**src/gpp_defs.svh**
```systemverilog
// Offsets, field masks and reset values of the general-purpose port block.
// Assumes a 7-bit data-memory address from the CPU and 4-bit data words.
`ifndef GPP_DEFS_SVH
`define GPP_DEFS_SVH

// Bit-port direction registers descend from the first port's address
`define GPP_A_DIR_TOP   7'h6f
`define GPP_A_GRP_DIR   7'h67
`define GPP_A_PD_SEL    7'h66
// Port data registers: twelve two-way ports, then the fixed-role ports
`define GPP_A_DAT_BASE  7'h70
`define GPP_A_PD_IN     7'h7c
`define GPP_A_IN_ONE    7'h7d
`define GPP_A_IN_TWO    7'h7e
`define GPP_A_OD_OUT    7'h7f

`define GPP_N_BIT_PORTS 8
`define GPP_N_ALL_PORTS 12
`define GPP_MASK_FULL   4'hf
`define GPP_MASK_THREE  4'h7
`define GPP_LVL_READ    4'hc
`define GPP_RST_NIB     4'h0
`define GPP_SYNC_W      60

`endif

```
**src/gpp_pkg.sv**
```systemverilog
// Types shared by the general-purpose port block.
// Assumes nothing beyond the constants header.
package gpp_pkg;
  typedef logic [3:0] gpp_nib_t;
  typedef logic [6:0] gpp_addr_t;
endpackage

```
**src/gpp_port_if.sv**
```systemverilog
// Carrier between the port block top and one four-pin two-way port.
// Assumes a single clock; strobes are one-cycle pulses.
`timescale 1ns/1ps
interface gpp_port_if;
  import gpp_pkg::*;
  logic     wr_dir;   // Direction write strobe
  logic     wr_dat;   // Latch write strobe
  logic     rd_dat;   // Data register read strobe
  logic     wdt;      // Watchdog/stack reset pulse
  gpp_nib_t wdata;    // Write data
  gpp_nib_t pin;      // Filtered pin levels
  gpp_nib_t dir;      // Direction, 1 = output
  gpp_nib_t lat;      // Output latch
  gpp_nib_t rview;    // Value a read returns
  modport ctl  (output wr_dir, wr_dat, rd_dat, wdt, wdata, pin,
                input  dir, lat, rview);
  modport port (input  wr_dir, wr_dat, rd_dat, wdt, wdata, pin,
                output dir, lat, rview);
endinterface

```
**src/gpp_bidir_port.sv**
```systemverilog
// One four-pin two-way port: direction bits, output latch, read view.
// Assumes strobes arrive already decoded and gated by halt.
`timescale 1ns/1ps
`include "gpp_defs.svh"
module gpp_bidir_port
  import gpp_pkg::*;
#(
  parameter gpp_nib_t PMASK = `GPP_MASK_FULL,  // Pins that exist
  parameter gpp_nib_t LVLRD = `GPP_RST_NIB     // Pins read by level
) (
  input  wire logic mclk,       // System clock
  input  wire logic rst_b,      // Power-on reset, active low
  gpp_port_if.port  pp          // Control and status
);
  gpp_nib_t dir_r, lat_r, dir_nxt, lat_nxt;
  wire gpp_nib_t lvl_out = dir_r & LVLRD;   // Pins whose latch a read rewrites
  wire gpp_nib_t lat_sel = dir_r & ~LVLRD;  // Pins that read back the latch

  // Next state; a read never coincides with a write to the same port
  assign dir_nxt = pp.wr_dir ? (pp.wdata & PMASK) : dir_r;
  assign lat_nxt = pp.wr_dat ? (pp.wdata & PMASK) :
                   pp.rd_dat ? ((lat_r & ~lvl_out) |
                                (pp.pin & lvl_out)) :
                   lat_r;

  // Only power-on and watchdog resets clear; others leave state alone
  always_ff @(posedge mclk or negedge rst_b) begin
    if (!rst_b) begin
      dir_r <= `GPP_RST_NIB;
      lat_r <= `GPP_RST_NIB;
    end else if (pp.wdt) begin
      dir_r <= `GPP_RST_NIB;
      lat_r <= `GPP_RST_NIB;
    end else begin
      dir_r <= dir_nxt;
      lat_r <= lat_nxt;
    end
  end

  // Output pins show the latch; input and level-read pins show the level
  assign pp.dir   = dir_r;
  assign pp.lat   = lat_r;
  assign pp.rview = ((lat_r & lat_sel) | (pp.pin & ~lat_sel))
                    & PMASK;
endmodule

```
**src/gpp_sync.sv**
```systemverilog
// Three-stage pin synchroniser with agreement filter.
// Assumes asynchronous pin levels; output moves only when stages 2 and 3 agree.
`timescale 1ns/1ps
module gpp_sync #(
  parameter int W = 4
) (
  input  wire logic         mclk,   // System clock
  input  wire logic         rst_b,  // Async reset, active low
  input  wire logic [W-1:0] d,      // Raw pin levels
  output logic      [W-1:0] q       // Filtered levels
);
  logic [W-1:0] s1_r, s2_r, s3_r;

  // Stage one feeds stage two only, to keep metastability contained
  always_ff @(posedge mclk or negedge rst_b) begin
    if (!rst_b) begin
      s1_r <= '0;
      s2_r <= '0;
      s3_r <= '0;
      q    <= '0;
    end else begin
      s1_r <= d;
      s2_r <= s1_r;
      s3_r <= s2_r;
      q    <= (s2_r & s3_r) | (q & (s2_r ^ s3_r));
    end
  end
endmodule

```
**src/gpp_top.sv**
```systemverilog
// General-purpose port block: twelve two-way ports, three input-only
// ports, one open-drain output port, all reached by CPU register access.
// Assumes CPU access strobes are synchronous to mclk and one cycle long.
// Functional notes
// - Per-pin direction on bit ports, per-port on groups
// - Input-mode pin has its driver off
// - Input read returns pin level, high reads 1
// - Write in input mode updates latch only
// - Output-mode pin drives its latch value
// - Output read returns latch, except first port's top two pins
// - First port read rewrites output top-pin latches
// - Power-on and watchdog reset: input mode, latches 0
// - Chip-enable reset and clock stop keep state
// - Halt keeps every setting and latch
// - Writes to input-only ports change nothing
// - Pull-down bit: 0 connects, 1 disconnects
// - Power-on and watchdog reset connect all pull-downs
// - Chip-enable reset and clock stop keep pull-downs
// - Open-drain port pulls low for 0, floats for 1
// - Open-drain port read returns its latch
// - Open-drain latch always driven, cleared by hard resets
`timescale 1ns/1ps
module gpp_top
  import gpp_pkg::*;
(
  input  wire logic        mclk,        // 200 MHz system clock
  input  wire logic        rst_b,       // Power-on reset, active low
  input  wire logic        wdt_rst,     // Watchdog/stack reset pulse
  input  wire logic        halt,        // Halt status level
  input  wire gpp_addr_t   acc_addr,    // Register address
  input  wire logic        acc_wr,      // Write strobe
  input  wire logic        acc_rd,      // Read strobe
  input  wire gpp_nib_t    acc_wdata,   // Write data
  output gpp_nib_t         acc_rdata,   // Read data, registered
  input  wire logic [47:0] bd_pin_i,    // Two-way pin levels
  output logic      [47:0] bd_pin_o,    // Two-way pin drive values
  output logic      [47:0] bd_pin_oe,   // Two-way pin enables
  input  wire logic [11:0] in_pin_i,    // Input-only pin levels
  output gpp_nib_t         pd_on,       // Pull-down connect, high = on
  output gpp_nib_t         od_pin_o,    // Open-drain drive value
  output gpp_nib_t         od_pin_oe    // Open-drain enable, high pulls low
);
  `include "gpp_defs.svh"

  logic [`GPP_SYNC_W-1:0] pin_f;
  gpp_nib_t acc_rdata_nxt, pd_r, od_r, grp_dir;
  gpp_nib_t rview [`GPP_N_ALL_PORTS];
  gpp_nib_t dirv  [`GPP_N_ALL_PORTS];

  // Halt freezes every setting and latch by refusing all CPU access
  wire logic ok_wr = acc_wr & ~halt;
  wire logic ok_rd = acc_rd & ~halt;

  // Chip-enable reset and clock stop have no path into this state: they
  // are simply not inputs, so retention is structural
  gpp_sync #(
    .W (`GPP_SYNC_W)
  ) u_sync (
    .mclk  (mclk),
    .rst_b (rst_b),
    .d     ({in_pin_i, bd_pin_i}),
    .q     (pin_f)
  );

  gpp_port_if pif [`GPP_N_ALL_PORTS] ();

  // Twelve two-way ports; the last four take one direction bit each
  for (genvar k = 0; k < `GPP_N_ALL_PORTS; k++) begin : g_port
    localparam gpp_addr_t DAT_A = `GPP_A_DAT_BASE + 7'(k);
    localparam gpp_nib_t  PM = (k == 4 || k == 7) ? `GPP_MASK_THREE
                                                   : `GPP_MASK_FULL;
    localparam gpp_nib_t  LR = (k == 0) ? `GPP_LVL_READ : `GPP_RST_NIB;
    if (k < `GPP_N_BIT_PORTS) begin : g_bit
      localparam gpp_addr_t DIR_A = `GPP_A_DIR_TOP - 7'(k);
      assign pif[k].wr_dir = ok_wr && acc_addr == DIR_A;
      assign pif[k].wdata  = acc_wdata;
    end else begin : g_grp
      // A direction write goes to a whole group of four pins
      assign pif[k].wr_dir = ok_wr && acc_addr == `GPP_A_GRP_DIR;
      assign pif[k].wdata  = pif[k].wr_dir ? {4{acc_wdata[k-8]}}
                                           : acc_wdata;
    end
    assign pif[k].wr_dat = ok_wr && acc_addr == DAT_A;
    assign pif[k].rd_dat = ok_rd && acc_addr == DAT_A;
    assign pif[k].wdt    = wdt_rst;
    assign pif[k].pin    = pin_f[4*k +: 4];
    assign rview[k]      = pif[k].rview;
    assign dirv[k]       = pif[k].dir;
    assign bd_pin_o[4*k +: 4]  = pif[k].lat;
    assign bd_pin_oe[4*k +: 4] = pif[k].dir;

    gpp_bidir_port #(
      .PMASK (PM),
      .LVLRD (LR)
    ) u_port (
      .mclk  (mclk),
      .rst_b (rst_b),
      .pp    (pif[k])
    );
  end

  assign grp_dir = {dirv[11][0], dirv[10][0], dirv[9][0], dirv[8][0]};

  // Read selection; input-port writes reach no state
  always_comb begin
    acc_rdata_nxt = `GPP_RST_NIB;
    for (int k = 0; k < `GPP_N_BIT_PORTS; k++) begin
      if (acc_addr == `GPP_A_DIR_TOP - 7'(k)) begin
        acc_rdata_nxt = dirv[k];
      end
    end
    for (int k = 0; k < `GPP_N_ALL_PORTS; k++) begin
      if (acc_addr == `GPP_A_DAT_BASE + 7'(k)) begin
        acc_rdata_nxt = rview[k];
      end
    end
    unique case (acc_addr)
      `GPP_A_GRP_DIR: acc_rdata_nxt = grp_dir;
      `GPP_A_PD_SEL:  acc_rdata_nxt = pd_r;
      `GPP_A_PD_IN:   acc_rdata_nxt = pin_f[51:48];
      `GPP_A_IN_ONE:  acc_rdata_nxt = pin_f[55:52];
      `GPP_A_IN_TWO:  acc_rdata_nxt = pin_f[59:56];
      `GPP_A_OD_OUT:  acc_rdata_nxt = od_r;
      default:        acc_rdata_nxt = acc_rdata_nxt;
    endcase
  end

  // Read data holds until the next read, so a slow CPU can sample it
  always_ff @(posedge mclk or negedge rst_b) begin
    if (!rst_b) begin
      acc_rdata <= `GPP_RST_NIB;
    end else if (ok_rd) begin
      acc_rdata <= acc_rdata_nxt;
    end
  end

  // Pull-down select and open-drain latch; only hard resets clear them
  always_ff @(posedge mclk or negedge rst_b) begin
    if (!rst_b) begin
      pd_r <= `GPP_RST_NIB;
      od_r <= `GPP_RST_NIB;
    end else if (wdt_rst) begin
      pd_r <= `GPP_RST_NIB;
      od_r <= `GPP_RST_NIB;
    end else begin
      if (ok_wr && acc_addr == `GPP_A_PD_SEL) begin
        pd_r <= acc_wdata;
      end
      if (ok_wr && acc_addr == `GPP_A_OD_OUT) begin
        od_r <= acc_wdata;
      end
    end
  end

  // A 0 in the select connects the resistor
  assign pd_on     = ~pd_r;
  // Open drain: never drive high, enable pulls low for a latched 0
  assign od_pin_o  = `GPP_RST_NIB;
  assign od_pin_oe = ~od_r;
endmodule
```
**config.mk**
```make
export PLATFORM = sky130hd
export DESIGN_NAME = gpp_top
export DESIGN_NICKNAME = d
export VERILOG_FILES = /design/src/gpp_pkg.sv /design/src/gpp_port_if.sv /design/src/gpp_bidir_port.sv /design/src/gpp_sync.sv /design/src/gpp_top.sv
export VERILOG_INCLUDE_DIRS = /design/src
export SDC_FILE = /design/constraint.sdc
export NUM_CORES = 1
export LEC_CHECK = 0
export BUFFER_PORTS_ARGS = -buffer_cell sky130_fd_sc_hd__buf_2
export CORE_UTILIZATION = 51
export CTS_CLUSTER_DIAMETER = 100
export DETAILED_ROUTE_END_ITERATION = 10
export GPL_TIMING_DRIVEN = 0
export HOLD_SLACK_MARGIN = 0.05
export PLACE_DENSITY = 0.79
export SYNTH_ARGS = -nofsm -noshare
export SYNTH_HDL_FRONTEND = slang
export SYNTH_SLANG_ARGS = --single-unit
```
**constraint.sdc**
```tcl
create_clock -name mclk -period 1.7 [get_ports mclk]
set_clock_uncertainty 0.15 [all_clocks]
set_input_delay 0.34 -clock mclk [delete_from_list [all_inputs] [get_ports mclk]]
set_output_delay 0.34 -clock mclk [all_outputs]
set_load 0.005 [all_outputs]
```
==> run_results.csv <==
group,metric,value,unit
cts,ctsRootBufferMaster,"clkbuf_16",
synth,avgSynthCellArea,12.9,sq um
timing,worst_slew_pin_slew,0.852,ns
worst_setup_path,required,1.95,ns
place,port_buffers,174,
timing,period_needed,2.00,ns
cts,clock_latency,0.52,ns
detailed_routing,routed_wl,37900,um
finish,n_fill_cell,1798,
power_and_ir_drop,p_leak,0.00809,uW
cts,cts_made_buffers,35,
synth,ys_seq_elements,336,
cts,cts_tree,"yes",
synth,ys_seq_area_share,64.1,%
global_route,grt_usage,29.6,%
global_route,grt_overflow,0,
timing,slew_viol_final,0,
worst_setup_path,endpoint,"acc_rdata[3]",
worst_setup_path,critPathKind,"reg2reg",
detailed_routing,drc,0,
synth,synth_cell_types,60,
timing,period_share,118,%
worst_setup_path,critPathSlowestCell,"mux4_2",
run,drv_cap,0,
worst_setup_path,crit_chain,"mux4_2, nand3_2, o211ai_1, a211oi_2, o31ai_1, a21o_1",
worst_setup_path,critical_path.top_delay_family,"compound AO/OA/AOI/OAI gates",
worst_setup_path,rr_startpoint,"g_port[1].u_port.pp.dir[3]",
detailed_routing,vias_per_cell,5.70,
timing,setup_viol,6,
power_and_ir_drop,power.net_switching,4100,uW
floorplan,start_util,52.1,%
worst_setup_path,critical_path_arrival,2.25,ns
timing,rsz0062_at_grt,"yes",
cts,h-tree-depth,2,
floorplan,die_y,162,um
timing,relSlewSlack,43.2,%
floorplan,die_w,162,um
floorplan,die_area,26400,sq um
synth,synth_edf_count,0,
power_and_ir_drop,combPwrFrac,7.8,%
status,violations,"negative hold slack, negative setup slack",
detailed_routing,wl_per_cell,22.6,um
finish,area_growth,28.0,%
power_and_ir_drop,pwr-share-clk,44.4,%
detailed_routing,ant_nets,0,
finish,regArea,8420,sq um
worst_setup_path,regToRegEndpoint,"acc_rdata[3]",
synth,ys.flop_type,"dfrtp_1",
status,status,"finished with violations",
timing,fin_ws,-0.303,ns
cts,clock_sinks,336,
finish,drive_above_1_share,26.9,%
power_and_ir_drop,internal_power,13900,uW
global_route,antenna_found_initial,2,
worst_setup_path,crit_fanout,4,
power_and_ir_drop,p_sw_share,22.8,%
synth,async_flop_share,100,%
worst_setup_path,cp.depth,6,
synth,ys.warnings.count,0,
power_and_ir_drop,power.density,1070,nW/um^2
hold_path,min_path_type,"in2async",
worst_setup_path,slowest_delay,0.52,ns
worst_setup_path,critPathLaunch,"g_port[1].u_port.pp.dir[3]",
floorplan,core,25200,sq um
place,dp_slack,-1.16,ns
worst_setup_path,reg2regPathDepth,6,
place,finalWeightedCongestion,0.938,
global_route,grt_pass1_vias,9872,
worst_setup_path,reg2reg_slack,-0.30,ns
worst_setup_path,cp-end-kind,"register",
place,dp_hpwl,26500,um
detailed_routing,drtPass1Iterations,5,
timing,holdWs,-0.394,ns
global_route,grt_first_pass_wirelength,57700,um
cts,cts.path.max_buffers,3,
synth,syn-cell-area,13100,sq um
detailed_routing,via_count,9523,
synth,post_synth_inst_count,1017,
floorplan,placementRows,58,
finish,multiInputGateArea,4630,sq um
worst_setup_path,cp-start-kind,"register",
finish,nets,1451,
cts,clk_pin_slew,0.07,ns
worst_setup_path,path_buf_inv,0,
timing,hold_viol_final,56,
global_route,grt_max_degree,115,
timing,max_freq,499,MHz
power_and_ir_drop,ir_drop,0.000999,V
detailed_routing,drtIter0Drc,765,
power_and_ir_drop,seqPwrFrac,47.8,%
power_and_ir_drop,total_power,18000,uW
floorplan,ios,189,
worst min path at each step:
stage / start / endpoint / cells past startpoint
floorplan: rst_b / acc_rdata[0] / 0
global placement: u_sync.s1_r[29] / u_sync.s2_r[29] / 0
detailed placement: rst_b / u_sync.s3_r[46] / 1
CTS: rst_b / u_sync.s3_r[46] / 1
global route: rst_b / u_sync.s3_r[38] / 1
finish: rst_b / u_sync.s3_r[38] / 1
cells in the mapped netlist (all sizes together), types with 3 or more instances:
| master | number | share of area (%) |
|---|---|---|
| a211oi | 7 | 0.40 |
| a21o | 60 | 3.4 |
| a21oi | 58 | 2.2 |
| a311oi | 11 | 0.73 |
| a31oi | 5 | 0.24 |
| a32oi | 5 | 0.33 |
| and3 | 5 | 0.24 |
| buf | 28 | 1.3 |
| clkbuf | 31 | 0.90 |
| dfrtp | 336 | 64 |
| ha | 58 | 5.5 |
| inv | 13 | 0.37 |
| mux2 | 14 | 1.2 |
| mux2i | 78 | 6.0 |
| mux4 | 7 | 1.2 |
| nand2 | 64 | 1.9 |
| nand2b | 6 | 0.29 |
| nand3 | 43 | 1.7 |
| nand4 | 6 | 0.29 |
| nor2 | 80 | 2.4 |
| nor2b | 5 | 0.24 |
| nor3 | 13 | 0.80 |
| o211ai | 3 | 0.21 |
| o21ai | 39 | 1.5 |
| o22ai | 7 | 0.33 |
| o32ai | 3 | 0.20 |
power by group through the flow:
stage | registers [uW] | clock network [uW] | logic, uW
after floorplan | 8650 | 0 | 630
after global placement | 8710 | 0 | 1170
after detailed placement | 8730 | 0 | 1230
after CTS | 8590 | 8100 | 1380
after global routing | 8630 | 8430 | 1530
final | 8590 | 7990 | 1400
worst reg2reg max path, delay by kind of cell (launching register included):
kind	cells	cell delay, ns
compound gates	4	0.69
flops	1	0.43
mux	1	0.52
simple gates	1	0.08
logic make-up after synthesis:
logic type / share of synthesized area, %
DFF: 64.1
other: 0.0286
and+or+nand+nor: 8.66
adders and majority gates: 5.53
xor gates and xnor gates: 0.0668
buffers and inverters: 2.57
AOI/OAI and AO/OA: 10.7
muxes: 8.36
placed cells by master, fill, tap and decap left out, types with 25 or more instances in the layout:
cell           synthesis  layout
a21o_1                60      60
clkbuf_16              0      37
buf_2                 13     184
buf_4                 11      25
clkbuf_1              30      29
a21oi_1               58      57
ha_1                  58      58
dfrtp_1              336     326
dlygate4sd3_1          0      62
o21ai_0               37      32
nand3_1               42      38
nor2_1                76      71
mux2i_1               78      75
nand2_1               62      60
flip-flops by register name, indices dropped and copies added (netlist names):
| register | count |
|---|---|
| od_r | 4 |
| u_sync.q | 58 |
| u_sync.s2_r | 58 |
| g_port.u_port.pp.lat | 46 |
| u_sync.s3_r | 58 |
| u_sync.s1_r | 58 |
| acc_rdata | 4 |
| pd_r | 4 |
| g_port.u_port.pp.dir | 46 |
final cells by class:
class | count | share of cell area (%)
Buffer | 59 | 1.99
Clock buffer | 53 | 6.35
Sequential cell | 336 | 50.2
Multi-Input combinational cell | 616 | 27.6
Clock inverter | 8 | 0.857
Antenna cell | 2 | 0.0298
Inverter | 13 | 0.291
Tap cell | 330 | 2.46
Timing Repair Buffer | 255 | 10.3
routing by layer:
metal | global-route usage (%) | share of wire, % | vias to the layer above
met5 | 0 | 0 | -
met4 | 10.7 | 3.0 | 0
met3 | 7.31 | 8.2 | 84
met2 | 47.6 | 48 | 424
met1 | 39.0 | 41 | 4821
li1 | - | - | 4194
through the flow:
stage	instances	util, %	area (sq um)	TNS, ns
4_1_cts	1658	65.8	16600	-0.857
5_1_grt	1671	66.7	16800	-1.21
3_5_place_dp	1531	57.9	14600	-67.36
6_report	1672	66.7	16800	-0.938
3_3_place_gp	1528	57.6	14500	-2061.65
2_1_floorplan	1024	-	13200	-0.509
timing repair:
item / CTS / global route
pin swaps: 6 / 13
endpoints found under the setup margin: 77 / 66
resized for setup: 31 / 40
setup buffers: 5 / 12
hold endpoints to repair: 120 / 59
hold buffers: 61 / 1
No activity file was read; power rests on OpenSTA's default activity.
